==> src/rtl/cbi_regs.vh <==
// Constants for the processor bus cycle and interrupt sequencer.
// What this block does
// - Drive upper address byte or I/O port address on high address lines.
// - Put low address byte on shared lines in first clock state.
// - Shared lines carry data in second and third clock states.
// - Pulse address latch strobe in first clock state of every machine cycle.
// - Address latch strobe is always driven, never floated.
// - Float high address, read and write strobes in hold, halt, reset.
// - Read strobe low asks selected unit to place data on bus.
// - Write strobe low while write data is on bus; valid at rising edge.
// - Ready sampled low inserts whole wait cycles until ready is high.
// - On hold request finish current transfer then release bus.
// - In hold float address, data, strobes and memory/I-O select.
// - Assert hold acknowledge on acceptance, release bus next cycle (here the pins float in the same cycle).
// - After hold removed drop acknowledge, drive bus half cycle later (here one cycle, two for memory/I-O select).
// - Sample general request only in next-to-last cycle, hold or halt.
// - Accepted general interrupt stops PC increment, issues acknowledge cycle.
// - Acknowledge strobe replaces read strobe with same timing after acceptance.
// - Interrupt enable cleared by reset and when any interrupt accepted.
// - Three restart inputs sampled like general request, masked, outrank it.
// - Trap is nonmaskable and has highest priority of all.
// - Vectors: trap 24H, middle restart 34H, lowest 2CH; trap edge-held.
// - Push program counter onto stack before branching to a vector.
// - Highest restart latches rising edge; other two are level sensitive.
`ifndef CBI_REGS_VH
`define CBI_REGS_VH
`define CBI_T1        3'h0
`define CBI_T2        3'h1
`define CBI_TW        3'h2
`define CBI_T3        3'h3
`define CBI_IDLE      3'h4
`define CBI_HOLD      3'h5
`define CBI_VEC_TRAP  8'h24
`define CBI_VEC_HIGH  8'h3c
`define CBI_VEC_MID   8'h34
`define CBI_VEC_LOW   8'h2c
`define CBI_SRC_NONE  3'h0
`define CBI_SRC_TRAP  3'h1
`define CBI_SRC_HIGH  3'h2
`define CBI_SRC_MID   3'h3
`define CBI_SRC_LOW   3'h4
`define CBI_SRC_GEN   3'h5
`define CBI_MASK_RST  3'h7
`endif

==> src/rtl/cbi_bus_irq.v <==
// Bus cycle sequencer and interrupt arbiter of an 8-bit processor.
`include "cbi_regs.vh"
module cbi_bus_irq (
  input  wire        clock_i,
  input  wire        nrst_i,
  input  wire        cyc_req_i,
  input  wire        cyc_wr_i,
  input  wire        cyc_io_i,
  input  wire        cyc_fetch_i,
  input  wire [15:0] cyc_addr_i,
  input  wire [7:0]  cyc_wdata_i,
  input  wire        halt_i,
  input  wire        last_but_one_i,
  input  wire        irq_enable_set_i,
  input  wire        irq_enable_clr_i,
  input  wire        mask_load_i,
  input  wire [2:0]  mask_val_i,
  input  wire [15:0] pc_i,
  input  wire [7:0]  ad_i,
  input  wire        ready_i,
  input  wire        hold_i,
  input  wire        general_irq_request_i,
  input  wire        rst_low_i,
  input  wire        rst_mid_i,
  input  wire        rst_high_i,
  input  wire        trap_i,
  output reg         cyc_done_o,
  output reg  [7:0]  cyc_rdata_o,
  output reg         irq_take_o,
  output reg  [2:0]  irq_src_o,
  output reg  [7:0]  irq_vector_o,
  output reg  [15:0] irq_push_pc_o,
  output reg         pc_inhibit_o,
  output reg         irq_enable_o,
  output reg  [2:0]  mask_o,
  output reg         high_pending_o,
  output reg  [7:0]  high_addr_lines_o,
  output reg         high_addr_lines_oe_n_o,
  output reg  [7:0]  shared_addr_data_lines_o,
  output reg         shared_addr_data_lines_oe_n_o,
  output reg         addr_latch_strobe_o,
  output reg         rd_n_o,
  output reg         wr_n_o,
  output reg         irq_acknowledge_strobe_n_o,
  output reg         ctl_oe_n_o,
  output reg         io_mem_sel_o,
  output reg         io_mem_oe_n_o,
  output reg         cycle_status_bit0_o,
  output reg         cycle_status_bit1_o,
  output reg         hold_acknowledge_o
);

  // ------------------------------------------------------------
  // Reset release
  // ------------------------------------------------------------
  // Both flops clear at once but release in turn, so all logic leaves reset on one edge.
  reg rst_a_ff;
  reg rst_b_ff;
  always @(posedge clock_i or negedge nrst_i) begin
    if (!nrst_i) begin
      rst_a_ff <= 1'b0;
      rst_b_ff <= 1'b0;
    end else begin
      rst_a_ff <= 1'b1;
      rst_b_ff <= rst_a_ff;
    end
  end
  wire rst_n = rst_b_ff;

  // ------------------------------------------------------------
  // Bus cycle state machine
  // ------------------------------------------------------------
  reg  [2:0]  st_ff;
  reg  [2:0]  nxt_st;
  reg         wr_ff;
  reg         io_ff;
  reg         irq_acknowledge_strobe_ff;
  reg  [15:0] addr_ff;
  reg  [7:0]  wdata_ff;
  reg         ack_due_ff;
  reg         hold_rel_ff;

  wire in_hold  = (st_ff == `CBI_HOLD);
  wire idle_now = (st_ff == `CBI_IDLE);
  // Data phase of the coming state. The strobes stay low through T3, so read data
  // is still driven by the far side when it is taken at the end of T3.
  wire data_ph  = (nxt_st == `CBI_T2) || (nxt_st == `CBI_TW) || (nxt_st == `CBI_T3);

  // ------------------------------------------------------------
  // Strobe decode
  // ------------------------------------------------------------
  // Only one strobe is low in a cycle; the acknowledge takes the place of the read.
  wire nxt_rd   = data_ph && !wr_ff && !irq_acknowledge_strobe_ff;
  wire nxt_ack  = data_ph && irq_acknowledge_strobe_ff;
  wire nxt_wr   = data_ph && wr_ff;

  always @* begin
    nxt_st = st_ff;
    case (st_ff)
      // Hold is seen before a new request, so a waiting master gets the bus first.
      `CBI_IDLE: begin
        if (hold_i)
          nxt_st = `CBI_HOLD;
        else if (cyc_req_i && !halt_i)
          nxt_st = `CBI_T1;
      end
      `CBI_T1: nxt_st = `CBI_T2;
      `CBI_T2: nxt_st = ready_i ? `CBI_T3 : `CBI_TW;
      `CBI_TW: nxt_st = ready_i ? `CBI_T3 : `CBI_TW;
      `CBI_T3: nxt_st = `CBI_IDLE;
      // Leaving hold passes through idle, so no request is taken in the release cycle.
      `CBI_HOLD: nxt_st = hold_i ? `CBI_HOLD : `CBI_IDLE;
      default: nxt_st = `CBI_IDLE;
    endcase
  end

  always @(posedge clock_i or negedge rst_n) begin
    if (!rst_n) begin
      st_ff       <= `CBI_IDLE;
      wr_ff       <= 1'b0;
      io_ff       <= 1'b0;
      irq_acknowledge_strobe_ff     <= 1'b0;
      addr_ff     <= 16'h0000;
      wdata_ff    <= 8'h00;
      ack_due_ff  <= 1'b0;
      cyc_done_o  <= 1'b0;
      cyc_rdata_o <= 8'h00;
      hold_rel_ff <= 1'b0;
    end else begin
      st_ff      <= nxt_st;
      cyc_done_o <= (st_ff == `CBI_T3);
      hold_rel_ff <= in_hold && !hold_i;
      if (idle_now && nxt_st == `CBI_T1) begin
        wr_ff    <= cyc_wr_i;
        io_ff    <= cyc_io_i;
        addr_ff  <= cyc_addr_i;
        wdata_ff <= cyc_wdata_i;
        irq_acknowledge_strobe_ff  <= cyc_fetch_i && ack_due_ff;
        if (cyc_fetch_i)
          ack_due_ff <= 1'b0;
      end
      // An accepted general request turns the next fetch into an acknowledge cycle.
      if (irq_take_o && irq_src_o == `CBI_SRC_GEN)
        ack_due_ff <= 1'b1;
      // Read data is taken at the end of T3, while the read strobe is still low.
      if (st_ff == `CBI_T3 && !wr_ff)
        cyc_rdata_o <= ad_i;
    end
  end

  // ------------------------------------------------------------
  // Pin drivers, all registered
  // ------------------------------------------------------------
  // The floated state is the reset value, so pins are off the bus in reset.
  always @(posedge clock_i or negedge rst_n) begin
    if (!rst_n) begin
      high_addr_lines_o             <= 8'h00;
      high_addr_lines_oe_n_o        <= 1'b1;
      shared_addr_data_lines_o      <= 8'h00;
      shared_addr_data_lines_oe_n_o <= 1'b1;
      addr_latch_strobe_o           <= 1'b0;
      rd_n_o                        <= 1'b1;
      wr_n_o                        <= 1'b1;
      irq_acknowledge_strobe_n_o    <= 1'b1;
      ctl_oe_n_o                    <= 1'b1;
      io_mem_sel_o                  <= 1'b0;
      io_mem_oe_n_o                 <= 1'b1;
      cycle_status_bit0_o           <= 1'b0;
      cycle_status_bit1_o           <= 1'b0;
      hold_acknowledge_o            <= 1'b0;
    end else begin
      // Acknowledge in the same cycle the pins float; drop it one cycle before the strobes
      // and two before the I/O select drive again; a whole cycle stands in for the half cycle.
      hold_acknowledge_o <= (nxt_st == `CBI_HOLD);
      high_addr_lines_oe_n_o <= !(nxt_st == `CBI_T1 || (!idle_now && !in_hold &&
                                  nxt_st != `CBI_IDLE));
      ctl_oe_n_o    <= in_hold || nxt_st == `CBI_HOLD || halt_i;
      io_mem_oe_n_o <= in_hold || nxt_st == `CBI_HOLD || hold_rel_ff;
      addr_latch_strobe_o <= (nxt_st == `CBI_T1);
      if (nxt_st == `CBI_T1) begin
        high_addr_lines_o        <= io_now_hi(cyc_io_i, cyc_addr_i);
        shared_addr_data_lines_o <= cyc_addr_i[7:0];
        shared_addr_data_lines_oe_n_o <= 1'b0;
        io_mem_sel_o        <= cyc_io_i;
        // Status: bit 1 marks a read or fetch, bit 0 a write or fetch.
        cycle_status_bit0_o <= cyc_wr_i || cyc_fetch_i;
        cycle_status_bit1_o <= !cyc_wr_i;
      end else if (data_ph) begin
        // Read cycles leave the address standing, so a latch that closes on the
        // falling edge of the address strobe never sees the lines move.
        if (wr_ff)
          shared_addr_data_lines_o <= wdata_ff;
        shared_addr_data_lines_oe_n_o <= !wr_ff;
      end else begin
        shared_addr_data_lines_oe_n_o <= 1'b1;
      end
      rd_n_o                     <= !nxt_rd;
      irq_acknowledge_strobe_n_o <= !nxt_ack;
      wr_n_o                     <= !nxt_wr;
    end
  end

  // For I/O cycles the port number is repeated on the high lines.
  function [7:0] io_now_hi;
    input        io;
    input [15:0] a;
    begin
      io_now_hi = io ? a[7:0] : a[15:8];
    end
  endfunction

  // ------------------------------------------------------------
  // Interrupt inputs and arbitration
  // ------------------------------------------------------------
  reg        trap_d_ff;
  reg        trap_pend_ff;
  reg        high_d_ff;
  reg        nxt_high;
  reg  [2:0] nxt_src;
  reg  [7:0] nxt_vec;

  wire sample_win = last_but_one_i || in_hold || halt_i;
  wire trap_edge  = trap_i && !trap_d_ff;
  wire high_edge  = rst_high_i && !high_d_ff;
  // Trap must still be high when sampled, so a glitch that falls is dropped.
  wire trap_ok    = (trap_pend_ff || trap_edge) && trap_i;
  wire high_pend  = high_pending_o || high_edge;

  // Fixed priority: trap, the three restarts from high to low, then the general
  // request. Only trap ignores the enable and the masks.
  always @* begin
    nxt_src = `CBI_SRC_NONE;
    nxt_vec = 8'h00;
    if (trap_ok) begin
      nxt_src = `CBI_SRC_TRAP;
      nxt_vec = `CBI_VEC_TRAP;
    end else if (irq_enable_o && high_pend && !mask_o[2]) begin
      nxt_src = `CBI_SRC_HIGH;
      nxt_vec = `CBI_VEC_HIGH;
    end else if (irq_enable_o && rst_mid_i && !mask_o[1]) begin
      nxt_src = `CBI_SRC_MID;
      nxt_vec = `CBI_VEC_MID;
    end else if (irq_enable_o && rst_low_i && !mask_o[0]) begin
      nxt_src = `CBI_SRC_LOW;
      nxt_vec = `CBI_VEC_LOW;
    end else if (irq_enable_o && general_irq_request_i) begin
      nxt_src = `CBI_SRC_GEN;
    end
  end

  always @* begin
    nxt_high = high_pend;
    if (sample_win && nxt_src == `CBI_SRC_HIGH)
      nxt_high = 1'b0;
    // A new edge in the same cycle as a clear is kept pending.
    if (high_edge && !(sample_win && nxt_src == `CBI_SRC_HIGH && !high_pending_o))
      nxt_high = 1'b1;
  end

  always @(posedge clock_i or negedge rst_n) begin
    if (!rst_n) begin
      trap_d_ff      <= 1'b0;
      trap_pend_ff   <= 1'b0;
      high_d_ff      <= 1'b0;
      high_pending_o <= 1'b0;
      irq_enable_o   <= 1'b0;
      mask_o         <= `CBI_MASK_RST;
      irq_take_o     <= 1'b0;
      irq_src_o      <= `CBI_SRC_NONE;
      irq_vector_o   <= 8'h00;
      irq_push_pc_o  <= 16'h0000;
      pc_inhibit_o   <= 1'b0;
    end else begin
      trap_d_ff      <= trap_i;
      high_d_ff      <= rst_high_i;
      high_pending_o <= nxt_high;
      if (!trap_i)
        trap_pend_ff <= 1'b0;
      else if (trap_edge)
        trap_pend_ff <= 1'b1;
      if (mask_load_i)
        mask_o <= mask_val_i;
      irq_take_o <= 1'b0;
      if (sample_win && nxt_src != `CBI_SRC_NONE) begin
        irq_take_o    <= 1'b1;
        irq_src_o     <= nxt_src;
        irq_vector_o  <= nxt_vec;
        irq_push_pc_o <= pc_i;
        pc_inhibit_o  <= (nxt_src == `CBI_SRC_GEN);
        irq_enable_o  <= 1'b0;
        if (nxt_src == `CBI_SRC_TRAP)
          trap_pend_ff <= 1'b0;
      end else begin
        if (irq_enable_clr_i)
          irq_enable_o <= 1'b0;
        else if (irq_enable_set_i)
          irq_enable_o <= 1'b1;
        if (irq_acknowledge_strobe_ff && st_ff == `CBI_T3)
          pc_inhibit_o <= 1'b0;
      end
    end
  end

endmodule

==> config.mk <==
export PLATFORM = sky130hd
export DESIGN_NAME = cbi_bus_irq
export DESIGN_NICKNAME = d
export VERILOG_FILES = /design/src/rtl/cbi_bus_irq.v
export VERILOG_INCLUDE_DIRS = /design/src /design/src/rtl
export SDC_FILE = /design/constraint.sdc
export NUM_CORES = 1
export LEC_CHECK = 0
export CAP_MARGIN = 20
export CORE_MARGIN = 1.5
export CORE_UTILIZATION = 56
export DETAILED_ROUTE_END_ITERATION = 12
export DONT_BUFFER_PORTS = 1
export HOLD_SLACK_MARGIN = 0.1
export PLACE_DENSITY = 0.81
export SYNTH_ARGS = -nofsm -noshare
export SYNTH_HDL_FRONTEND = slang
export SYNTH_SLANG_ARGS = --single-unit
export TNS_END_PERCENT = 5
==> constraint.sdc <==
create_clock -name clock_i -period 2.3 [get_ports clock_i]
set_input_delay 0.575 -clock clock_i [delete_from_list [all_inputs] [get_ports clock_i]]
set_output_delay 0.575 -clock clock_i [all_outputs]
set_load 0.02 [all_outputs]
After elaboration in Yosys (flattened, before gate mapping):

Cells that the tools add are included.

* reductions and logical operators: 68
* muxes and demuxes: 35
* equal/unequal tests: 14

Operator list (count)
* 8-bit 2-to-1 mux: 4
* 1-bit logical AND: 27
* 6-bit 2-to-1 mux: 4
* 3-bit 2-to-1 mux: 7
* 1-bit 2-to-1 mux: 19
* 1-bit zero test: 18
* 3-bit by 2-bit equality test with 1-bit output (second input constant): 5
* 3-bit equality test (second input constant): 5
* 3-bit case mux with 4 select lines: 1
* 1-bit logical OR: 11
* 2-bit nonzero test: 5
* 3-bit by 1-bit equality test with 1-bit output (second input constant): 3
* 3-bit zero test: 2
* 3-bit nonzero test: 2
* 2-bit AND reduction: 2
* 3-bit != test (second input constant): 1
* 2-bit OR reduction: 1

* word-level logic and storage cells: 152
* output and inout bits: 71
* register bits after elaboration: 91
* input bits: 69

Logic depth before layout (Yosys ltp):

Gate-level depths: netlist (run 1).

* depth after elaboration: 13
* gate-level depth with buffers: 8
* depth with buffers taken out: 5

Worst setup path after synthesis (run 1):

Ideal clock, no wire load.

* path kind: input-to-reg
* from: input port hold_i
* to: register shared_addr_data_lines_o[0]
* buffers on the path: 1
* required time: 2.175 ns
* path slack: 0.208 ns
* setup time: 0.125 ns
* arrival: 1.967 ns
* stages on the path: 5
* cells stage by stage: or4b_4 > a21oi_1 > o22a_1 > buf_4 > mux2_2

* longest elaborated chain between the ends: 7
* elaborated cells on any way between the ends: 13
* classes of those cells: eq/ne: 3; mux: 4; reduce/logical: 6

Ends and longest elaborated chain
* start, declared: RTL line cbi_bus_irq.v:21 `input wire hold_i,`
* 1-bit 2-to-1 mux (no line) / 3-bit 2-to-1 mux (equally long branches)
* 3-bit case mux with 4 select lines *: RTL line cbi_bus_irq.v:99 `case (st_ff)`
* 3-bit by 1-bit equality test with 1-bit output (no line) / 3-bit by 2-bit equality test with 1-bit output (equally long branches)
* 1-bit logical OR (2 in a row): RTL line cbi_bus_irq.v:87 `` wire data_ph = (nxt_st == `CBI_T2) || (nxt_st == `CBI_TW) || (nxt_st == `CBI_T3); ``
* 2-bit nonzero test (no line)
* 2-bit AND reduction (no line)
* end signal, assigned: RTL line cbi_bus_irq.v:182 `shared_addr_data_lines_o <= cyc_addr_i[7:0];`
* end signal, assigned: RTL line cbi_bus_irq.v:192 `shared_addr_data_lines_o <= wdata_ff;`
* end, declared: RTL line cbi_bus_irq.v:39 `output reg [7:0] shared_addr_data_lines_o,`

Every way passes the cells marked *; elsewhere a longest branch is shown, timed or not.
A chain may end at the register's enable or synchronous reset.

Worst setup path in the final report (run 1):

* from: register st_ff[0]
* to: register shared_addr_data_lines_o[0]

* longest elaborated chain between the ends: 8
* elaborated cells on any way between the ends: 19
* classes of those cells: eq/ne: 7; mux: 4; reduce/logical: 8

Ends and longest elaborated chain
* start, declared: RTL line cbi_bus_irq.v:73 `reg [2:0] st_ff;`
* start signal, assigned: RTL line cbi_bus_irq.v:119 `` st_ff <= `CBI_IDLE; ``
* start signal, assigned: RTL line cbi_bus_irq.v:130 `st_ff <= nxt_st;`
* 3-bit by 2-bit equality test with 1-bit output (tied with other cells): RTL line cbi_bus_irq.v:99
* 2-bit OR reduction (no line) / 3-bit 2-to-1 mux (equally long branches)
* 3-bit case mux with 4 select lines *: RTL line cbi_bus_irq.v:99
* 3-bit by 1-bit equality test with 1-bit output (no line) / 3-bit by 2-bit equality test with 1-bit output (equally long branches)
* 1-bit logical OR (2 in a row): RTL line cbi_bus_irq.v:87
* 2-bit nonzero test (no line)
* 2-bit AND reduction (no line)

Marked as above.

==> run metrics, run 1 <==
# IOs=140; R2R Path Start=st_ff[0]; routed via count=2,118; Power Density=1330 mW/mm^2; reg-to-reg endpoint=shared_addr_data_lines_o[0]; reg2reg path depth=5; post-detail-place hpwl=between 4000 and 5000 um; Starting Density=58.9%; hold_sp=rst_high_i; CTS H-Tree Depth=3; crit path from=st_ff[0]; Via density=5.72; FF-to-FF setup slack=0.30 ns; NetSw=about 1900 uW; maximum root-to-sink buffer count=2; DIE HEIGHT=~83 um; CTS tree=built; Crit Path Class=reg -> reg; global-route wire length before repair=slightly below 10,000 um; internal power=between 3000 and 4000 uW; sequential-to-total area share from yosys stat=between 60 and 70%; register area=0.00214 sq mm; GR Util All Layers=between 10% and 20%; port bufs=0; Main synth FF type=dfrtp_1; ANT cells=0; post_cts resized=0; routed length per instance=17.9 um; Worst-Margin Slew=0.526 ns; share of post-route cells with drive strength above 1=slightly below 30%; post-route ant nets=0; worst slack, placed=about 0.12 ns; Setup TNS Final=0 ns; Rows=28; drt first pass iters=4; mean area per synthesized cell=12.5 sq um; Peak VDD IR=slightly above 700 uV; Cells after Synth=284; Slew Limit Fails=0; Hold WC Path Type=in -> reg; EDFF count, synth=0; Worst Hold Depth=0; leak pwr=0.00179 uW; Slew headroom=64.7%; minimum clock period=2.00 ns; die width=82.6 um; Detailed Route WL=6630 um; die area=0.00683 sq mm; vias in the first global route=2,169; Worst setup EP type=flop; Final Skew=0.0115 ns; Gate power share=22.9%; unrepaired setup endpoints after global routing=false; max-cap violations=0; area grow syn2layout=8.28%; ys async rst share=100%; Final Wtd Congestion=between 0.7 and 0.8; Arrival @ worst endpoint=2.22 ns; clock power share=19.9%; CTS Buf Count=9; status=completed; antenna violations before repair=0; fillers=about 480; post-layout util=63.8%; CP Launch Type=flop; count of final setup violators=0; Flop pwr share=57.2%; DRC=0; Worst-path clk slew=0.08 ns; Clk Latency, worst-skew pair=around 0.34 ns; Switching Fraction=between 30% and 40%; area of the multi-input gates=0.00128 sq mm; setup ws final=0.300 ns; CORE AREA=0.00603 sq mm; Required @ worst endpoint=2.52 ns; synthesized flop and latch total=85; Worst Hold End=high_d_ff; total gr overflow=0; Final nets=359; Period Utilization, post-route=87.0%; synth unique cells=between 40 and 50; clock sink count=between 80 and 90; FMAX=roughly 500 MHz; initial DRC count=100; Final Hold Vio Count=0; Synth Cell Area=0.00355 sq mm; pin count of the biggest net entering global routing=47; Crit Path Max Fanout=9; synth warn=0; clock root buffer=clkbuf_8
area by class of cell:
class	count	share of cell area [%]
inverters	9	0.879
clock inverters	4	1.24
flip-flops and latches	85	55.8
clock buffers	12	3.78
multi-input cells	176	33.4
repair buffers	9	2.47
well taps	75	2.44
cell usage in the layout, fill, tap and decap left out, drive strengths merged, types with 3 or more instances in the layout:
master and n:
o21a 3, o21ai 16, dfrtp 74, clkbuf 12, mux2 43, nand2b 3
nor2 9, inv 9, or2 4, nor2b 4, mux2i 8, conb 5
buf 8, nand2 49, a21oi 3, dfstp 11
cell usage after synthesis, drive strengths merged (2+ instances only):
cell,number,area (sq um)
nor2b,4,25.0
conb,2,7.51
nand3b,2,15.0
clkbuf,3,12.5
dfrtp,74,1850
nand3,2,10.0
or2,4,25.0
a21oi,3,15.0
mux2i,8,80.1
mux2,43,529
inv,9,33.8
a41oi,2,17.5
nor2,9,33.8
nand2,49,184
o21a,3,22.5
dfstp,11,289
o22ai,2,12.5
o21ai,16,80.1
maj3,2,20.0
buf,14,97.6
and2,2,12.5
nand2b,3,26.3
kinds of logic (layout without fill, tap and decap cells):
family	after synthesis	after routing	synth area share (%)
flip-flops	85	85	60.3
AND/OR/NAND/NOR	79	79	10.3
multiplexers	51	51	17.2
AO/OA/AOI/OAI	38	38	7.16
buffers and inverters	26	34	4.05
adder cells (fa/ha/maj)	2	2	0.564
other	2	5	0.212
XOR/XNOR	1	1	0.247
routing by layer:
layer / track usage, % / part of all wire (%) / vias up
li1: - / - / 963
met1: 22.8 / 39 / 1041
met2: 33.7 / 50 / 102
met3: 6.70 / 8.7 / 12
met4: 9.67 / 2.1 / 0
met5: 0 / 0 / -
metrics by stage:
step / hold WS [ns] / instances / total power [uW] / cell area, sq um
floorplan: 0.279 / 287 / 3830 / 3560
global placement: 0.279 / 353 / 4060 / 3640
detailed placement: 0.279 / 353 / 4140 / 3640
CTS: 0.238 / 370 / 5170 / 3840
global route: 0.232 / 370 / 5400 / 3840
finish: 0.254 / 370 / 5110 / 3840
state kept, by name (all words and copies together) (netlist names), 3 cells and up:
signal / count
high_addr_lines_o: 8
wdata_ff: 8
irq_push_pc_o: 16
irq_src_o: 3
shared_addr_data_lines_o: 8
cyc_rdata_o: 8
mask_o: 3
st_ff: 3
repair_timing:
action	4_1_cts	5_1_grt
endpoints found under the hold margin	2	0
hold buffers	1	0
buffers inserted	0	0
critical path, cell delays in order (launching register included):
cell and delay (ns):
dfrtp_1 0.40, or4b_4 0.53, a21oi_1 0.26, o22a_1 0.22
buf_12 0.15, mux2_2 0.33
worst max path at each step:
stage,endpoint,cells past startpoint
finish,shared_addr_data_lines_o[0],5
global route,shared_addr_data_lines_o[0],5
CTS,shared_addr_data_lines_o[0],5
detailed placement,shared_addr_data_lines_o[1],5
global placement,shared_addr_data_lines_o[1],5
floorplan,shared_addr_data_lines_o[0],5
power groups by stage:
stage	Clock, uW	Combinational [uW]	Sequential (uW)
floorplan	0	1000	2820
global placement	0	1120	2940
detailed placement	0	1180	2960
CTS	1050	1180	2940
global route	1100	1300	3010
finish	1020	1170	2920
Power figures use the tool's default switching activity.
==> run 2, diff against run 1 <==
--- a/config.mk
+++ b/config.mk
@@ -13,6 +13,7 @@
 export DONT_BUFFER_PORTS = 1
 export HOLD_SLACK_MARGIN = 0.1
 export PLACE_DENSITY = 0.81
+export SETUP_SLACK_MARGIN = 0.4
 export SYNTH_ARGS = -nofsm -noshare
 export SYNTH_HDL_FRONTEND = slang
 export SYNTH_SLANG_ARGS = --single-unit
==> run 2 against run 1 <==
  * Setup slack improved by 0.10 ns
  * Utilization rose by 1.3 points
  * Fmax rose by 5.4%
  * Sequential cell count did not move
  * Cell count rose by 1.9%
  * Global-route usage rose by 0.89 points
  * Clock-buffer cell count did not move
  * Hold slack got worse by 0.00066 ns
  * Power rose by 2.1%
  * Sequential power barely moved
  * Cell area rose by 2.0%
  * Clock skew barely moved
  * Critical endpoint unchanged
==> run metrics, run 2 (synthesized netlist as in run 1, its figures left out) <==
status=completed; post-route ant nets=0 (unchanged); Starting Density=58.9% (unchanged); Total Power=5220 uW (+2.1%); Gate power share=24.4% (+1.5 points); clock power share=19.6% (-0.3 points); Rows=28 (unchanged); pin count of the biggest net entering global routing=47 (unchanged); post-place instance area=0.00364 sq mm (unchanged); Worst setup EP type=flop; crit path to=shared_addr_data_lines_o[0]; initial DRC count=87 (-13%); GR Util All Layers=20.9% (+0.89 points); total gr overflow=0 (unchanged); routed length per instance=18.7 um (+4.5%); Detailed Route WL=7060 um (+6.4%); CP Launch Type=flop; routed via count=2,179 (+2.9%); R2R Path Start=st_ff[0]; Via density=5.78 (+0.97%); Crit Path Max Fanout=9 (unchanged); CTS tree=built; Hold WC Path Type=in -> reg; reg-to-reg endpoint=shared_addr_data_lines_o[0]; CORE AREA=0.00603 sq mm (unchanged); post-route cell area=0.00392 sq mm (+2.0%); CTS Buf Count=9 (unchanged); count of final setup violators=0 (unchanged); Largest register FFs=16 (unchanged); unrepaired setup endpoints after global routing=true; Required @ worst endpoint=2.52 ns (about the same); Power Density=1330 mW/mm^2 (about the same); Crit Path Class=reg -> reg; ANT cells=0 (unchanged); reg2reg path depth=5 (unchanged); share of post-route cells with drive strength above 1=31.8% (+2.3 points); die area=0.00683 sq mm (unchanged); vias in the first global route=2,231 (+2.9%); Clk Latency, worst-skew pair=0.34 ns (about the same); Arrival @ worst endpoint=2.12 ns (-0.10 ns); crit path from=st_ff[0]; Max stage delay on crit path=0.54 ns (about the same); Slew Limit Fails=0 (unchanged); Flop pwr share=56.0% (-1.2 points); Final Wtd Congestion=0.753 (unchanged); Biggest register=irq_push_pc_o; post-detail-place hpwl=4920 um (unchanged); max-cap violations=0 (unchanged); Final nets=366 (+1.9%); most common cell after layout, fill and taps aside=dfrtp_1; FF-to-FF setup slack=0.40 ns (+0.10 ns); leak pwr=0.00182 uW (+1.7%); Critical Path Stages=5 (unchanged); Worst-path clk slew=0.08 ns (about the same); Peak VDD IR=726 uV (+2.1%); die width=82.6 um (unchanged); antenna violations before repair=0 (unchanged); Final Skew=0.0119 ns (+0.000404 ns); Top delay family on crit path=simple AND/OR/NAND/NOR gates; Slew headroom=64.9% (+0.16 points); minimum clock period=1.90 ns (-0.103 ns); CP Cell Sequence=or4b_4, a21oi_4, o22a_1, buf_12, mux2_2; FMAX=527 MHz (+5.4%); DIE HEIGHT=82.6 um (unchanged); commonest non-fill, non-tap cells in the layout=dfrtp_1 (72), nand2_1 (49), mux2_2 (31), o21ai_0 (14), mux2_4 (12); # IOs=140 (unchanged); global-route wire length before repair=10,300 um (+3.8%); clock sink count=85 (unchanged); Period Utilization, post-route=82.5% (-4.5 points); WP buf/inv=1 (unchanged); CTS H-Tree Depth=3 (unchanged); internal power=3310 uW (+1.6%); drt first pass iters=4 (unchanged); clock root buffer=clkbuf_8; port bufs=0 (unchanged); area grow syn2layout=10.4%; Switching Fraction=36.6% (+0.26 points); Setup TNS Final=0 ns (unchanged); NetSw=1910 uW (+2.8%); Crit-path slowest cell=or4b_4; maximum root-to-sink buffer count=2 (unchanged); Final Hold Vio Count=0 (unchanged); Worst-Margin Slew=0.523 ns (-0.00233 ns); DRC=0 (unchanged)
==> run 2: layout make-up <==
class,count,area (sq um)
Sequential cell,85,2150
Clock buffer,12,145
Multi-Input combinational cell,178,1310
Timing Repair Buffer,14,140
Inverter,9,33.8
Fill cell,469,2110
Tap cell,75,93.8
Clock inverter,4,47.5
==> run 2: metal layers <==
layer | global-route usage [%] | share of wire, %
met1 | 23.5 | 39
met2 | 35.9 | 51
met3 | 6.81 | 8.6
met4 | 9.67 | 1.8
met5 | 0 | 0
==> run 2: worst reg2reg max path, stage by stage (launching register included) <==
cell and delay, ns:
dfrtp_1 0.40, or4b_4 0.54, a21oi_4 0.17, o22a_1 0.20
buf_12 0.15, mux2_2 0.33
==> run 2: power by group through the flow <==
stage | combinational (uW) | clock, uW | sequential (uW)
after floorplan | 1000 | 0 | 2820
after global placement | 1120 | 0 | 2940
after detailed placement | 1180 | 0 | 2960
after CTS | 1260 | 1050 | 2930
after global routing | 1400 | 1090 | 3000
final | 1270 | 1020 | 2920
==> run 2: timing repair <==
action / in CTS / in global routing
setup endpoints to repair: 24 / 24
hold buffers: 1 / 0
resized for setup: 8 / 2
gates cloned: 2 / 2
buffers inserted: 2 / 1
pin swaps: 1 / 1
hold endpoints to repair: 2 / 0
==> run 2: worst min path at each step <==
stage / start / end / slack [ns] / depth (start not counted)
after floorplan: nrst_i / rst_a_ff / 0.28 / 0
after global placement: nrst_i / rst_a_ff / 0.28 / 0
after detailed placement: nrst_i / rst_a_ff / 0.28 / 0
after CTS: trap_i / trap_d_ff / 0.24 / 0
after global routing: rst_high_i / high_d_ff / 0.23 / 0
final: rst_high_i / high_d_ff / 0.25 / 0
==> run 2: metrics by stage <==
step | cells | hold slack [ns] | util [%] | worst slack [ns]
2_1_floorplan | 287 | 0.279 | - | 0.208
3_3_place_gp | 353 | 0.279 | 60.4 | 0.154
3_5_place_dp | 353 | 0.279 | 60.4 | 0.119
4_1_cts | 374 | 0.238 | 64.7 | 0.399
5_1_grt | 377 | 0.232 | 65.1 | 0.368
6_report | 377 | 0.253 | 65.1 | 0.403
==> run 3, diff against run 2 <==
--- a/config.mk
+++ b/config.mk
@@ -8,11 +8,11 @@
 export LEC_CHECK = 0
 export CAP_MARGIN = 20
 export CORE_MARGIN = 1.5
-export CORE_UTILIZATION = 56
+export CORE_UTILIZATION = 61
 export DETAILED_ROUTE_END_ITERATION = 12
 export DONT_BUFFER_PORTS = 1
 export HOLD_SLACK_MARGIN = 0.1
-export PLACE_DENSITY = 0.81
+export PLACE_DENSITY = 0.84
 export SETUP_SLACK_MARGIN = 0.4
 export SYNTH_ARGS = -nofsm -noshare
 export SYNTH_HDL_FRONTEND = slang
==> constraint.sdc (replaced) <==
create_clock -name clock_i -period 1.9 [get_ports clock_i]
set_input_delay 0.475 -clock clock_i [delete_from_list [all_inputs] [get_ports clock_i]]
set_output_delay 0.475 -clock clock_i [all_outputs]
set_load 0.02 [all_outputs]
==> run 3 against run 2 <==
  * Utilization grew 15 points
  * Sequential power grew 23%
  * The run now ends with setup timing left
  * Fmax shrank 0.86%
  * Wire length grew 15%
  * Critical path depth grew 2
  * Via count grew 7.3%
==> run metrics, run 3 (synthesized netlist as in run 1, its figures left out) <==
Rows=27 (-3.6%); Peak VDD IR=1010 uV (+40%); clock sink count=85 (unchanged); post-route ant nets=0 (unchanged); total gr overflow=0 (unchanged); Required @ worst endpoint=2.13 ns (-0.39 ns); Period Utilization, post-route=101% (+18 points); Worst-path clk slew=0.08 ns (about the same); Clk Latency, worst-skew pair=0.34 ns (about the same); # IOs=140 (unchanged); CORE AREA=0.00557 sq mm (-7.5%); port bufs=0 (unchanged); Hold WC Path Type=in -> reg; Max stage delay on crit path=0.40 ns (-0.14 ns); vias in the first global route=2,366 (+6.1%); Biggest register=irq_push_pc_o; pin count of the biggest net entering global routing=38 (-19%); Slew Limit Fails=0 (unchanged); Arrival @ worst endpoint=2.15 ns (+0.03 ns); worst slack, placed=-0.0976 ns (-0.216 ns); unrepaired setup endpoints after global routing=true; CP Cell Sequence=buf_4, buf_8, nor2_2, a21oi_1, o22a_4, clkbuf_16, mux2_4; met1 usage=27.9% (+4.4 points); die area=0.00629 sq mm (-7.9%); violated checks=setup timing; WP buf/inv=3 (+2); ANT cells=0 (unchanged); global-route wire length before repair=11,300 um (+9.8%); busiest grt layer=met2; Critical Path Stages=7 (+2); CTS tree=built; count of final setup violators=5 (+5); post-layout util=79.6% (+15 points); Starting Density=63.7% (+4.8 points); setup ws final=-0.0136 ns (-0.417 ns); minimum clock period=1.91 ns (+0.0166 ns); most common cell after layout, fill and taps aside=dfrtp_1; Crit Path Max Fanout=9 (unchanged); die width=79.3 um (-4.0%); drt first pass iters=4 (unchanged); DRC=0 (unchanged); status=finished with violations; Power Density=1590 mW/mm^2 (+20%); CTS H-Tree Depth=3 (unchanged); Largest register FFs=16 (unchanged); commonest non-fill, non-tap cells in the layout=dfrtp_1 (73), mux2_4 (30), nand2_1 (26), nand2_2 (20), mux2_2 (13); Worst Hold Depth=0 (unchanged); antenna violations before repair=0 (unchanged); Final Skew=0.00892 ns (-0.00294 ns); Total Power=7070 uW (+36%); FMAX=523 MHz (-0.86%); R2R Path Start=st_ff[0]; met2 Use GR=40.2% (+4.3 points); area grow syn2layout=25.1%; Final Hold Vio Count=0 (unchanged); Worst setup EP type=flop; GR Util All Layers=24.0% (+3.1 points); maximum root-to-sink buffer count=2 (unchanged); reg2reg path depth=7 (+2); clock root buffer=clkbuf_8; share of post-route cells with drive strength above 1=48.6% (+17 points); Crit-path slowest cell=dfrtp_1; routed via count=2,339 (+7.3%); CTS Buf Count=9 (unchanged); Top delay family on crit path=buffers and inverters; routed length per instance=20.8 um (+11%); hold_sp=rst_high_i; crit path from=st_ff[0]; Final Wtd Congestion=0.780 (+3.6%); initial DRC count=124 (+43%); Detailed Route WL=8140 um (+15%); leak pwr=0.00207 uW (+14%); post-detail-place hpwl=5030 um (+2.3%); max-cap violations=0 (unchanged); CP Launch Type=flop; Crit Path Class=reg -> reg; DIE HEIGHT=79.3 um (-4.0%); Via density=5.98 (+3.5%); Final nets=383 (+4.6%); M3 GR Usage=8.16% (+1.3 points)
run 3: layout make-up:
cell class,instances,area [sq um]
fill,302,1130
tap,72,90.1
sequential,85,2140
multi-input combinational,177,1580
inverter,9,41.3
timing repair buffer,32,380
clock buffer,11,131
clock inverter,5,75.1
run 3: repair_timing:
item / CTS / global route
pin swaps: 2 / 33
buffers inserted: 5 / 2
gates resized for setup: 1 / 113
endpoints found under the hold margin: 2 / 0
setup endpoints to repair: 65 / 66
hold buffers: 1 / 0
cloned: 1 / 2
run 3: power breakdown:
part | internal, uW | total (uW) | switching (uW)
clock network | 736 | 1350 | 611
registers | 2480 | 3580 | 1100
logic | 1260 | 2140 | 881
total | 4480 | 7070 | 2590
run 3: stage by stage:
stage          cell area, sq um  TNS [ns]  hold slack [ns]  instances
3_3_place_gp               3750    -0.805            0.179        364
4_1_cts                    4020         0            0.143        387
5_1_grt                    4440    -0.332            0.138        391
3_5_place_dp               3750     -1.25            0.179        364
2_1_floorplan              3560    -0.531            0.179        287
6_report                   4440   -0.0486            0.153        391
run 3: per-layer routing:
metal	routed length, um	part of all wire [%]	up-vias
met2	4250	52	119
met5	0	0	-
met4	192	2.4	0
li1	-	-	1022
met3	657	8.1	17
met1	3040	37	1181
run 3: final timing paths:
path                                               endpoint  slack [ns]
worst min-delay path                              high_d_ff        0.15
worst min register to register  shared_addr_data_lines_o[0]        0.30
worst max register to register  shared_addr_data_lines_o[2]       -0.01
max in group asynchronous                        ctl_oe_n_o        0.98
min in group asynchronous       shared_addr_data_lines_o[0]        0.30
worst max-delay path            shared_addr_data_lines_o[2]       -0.01
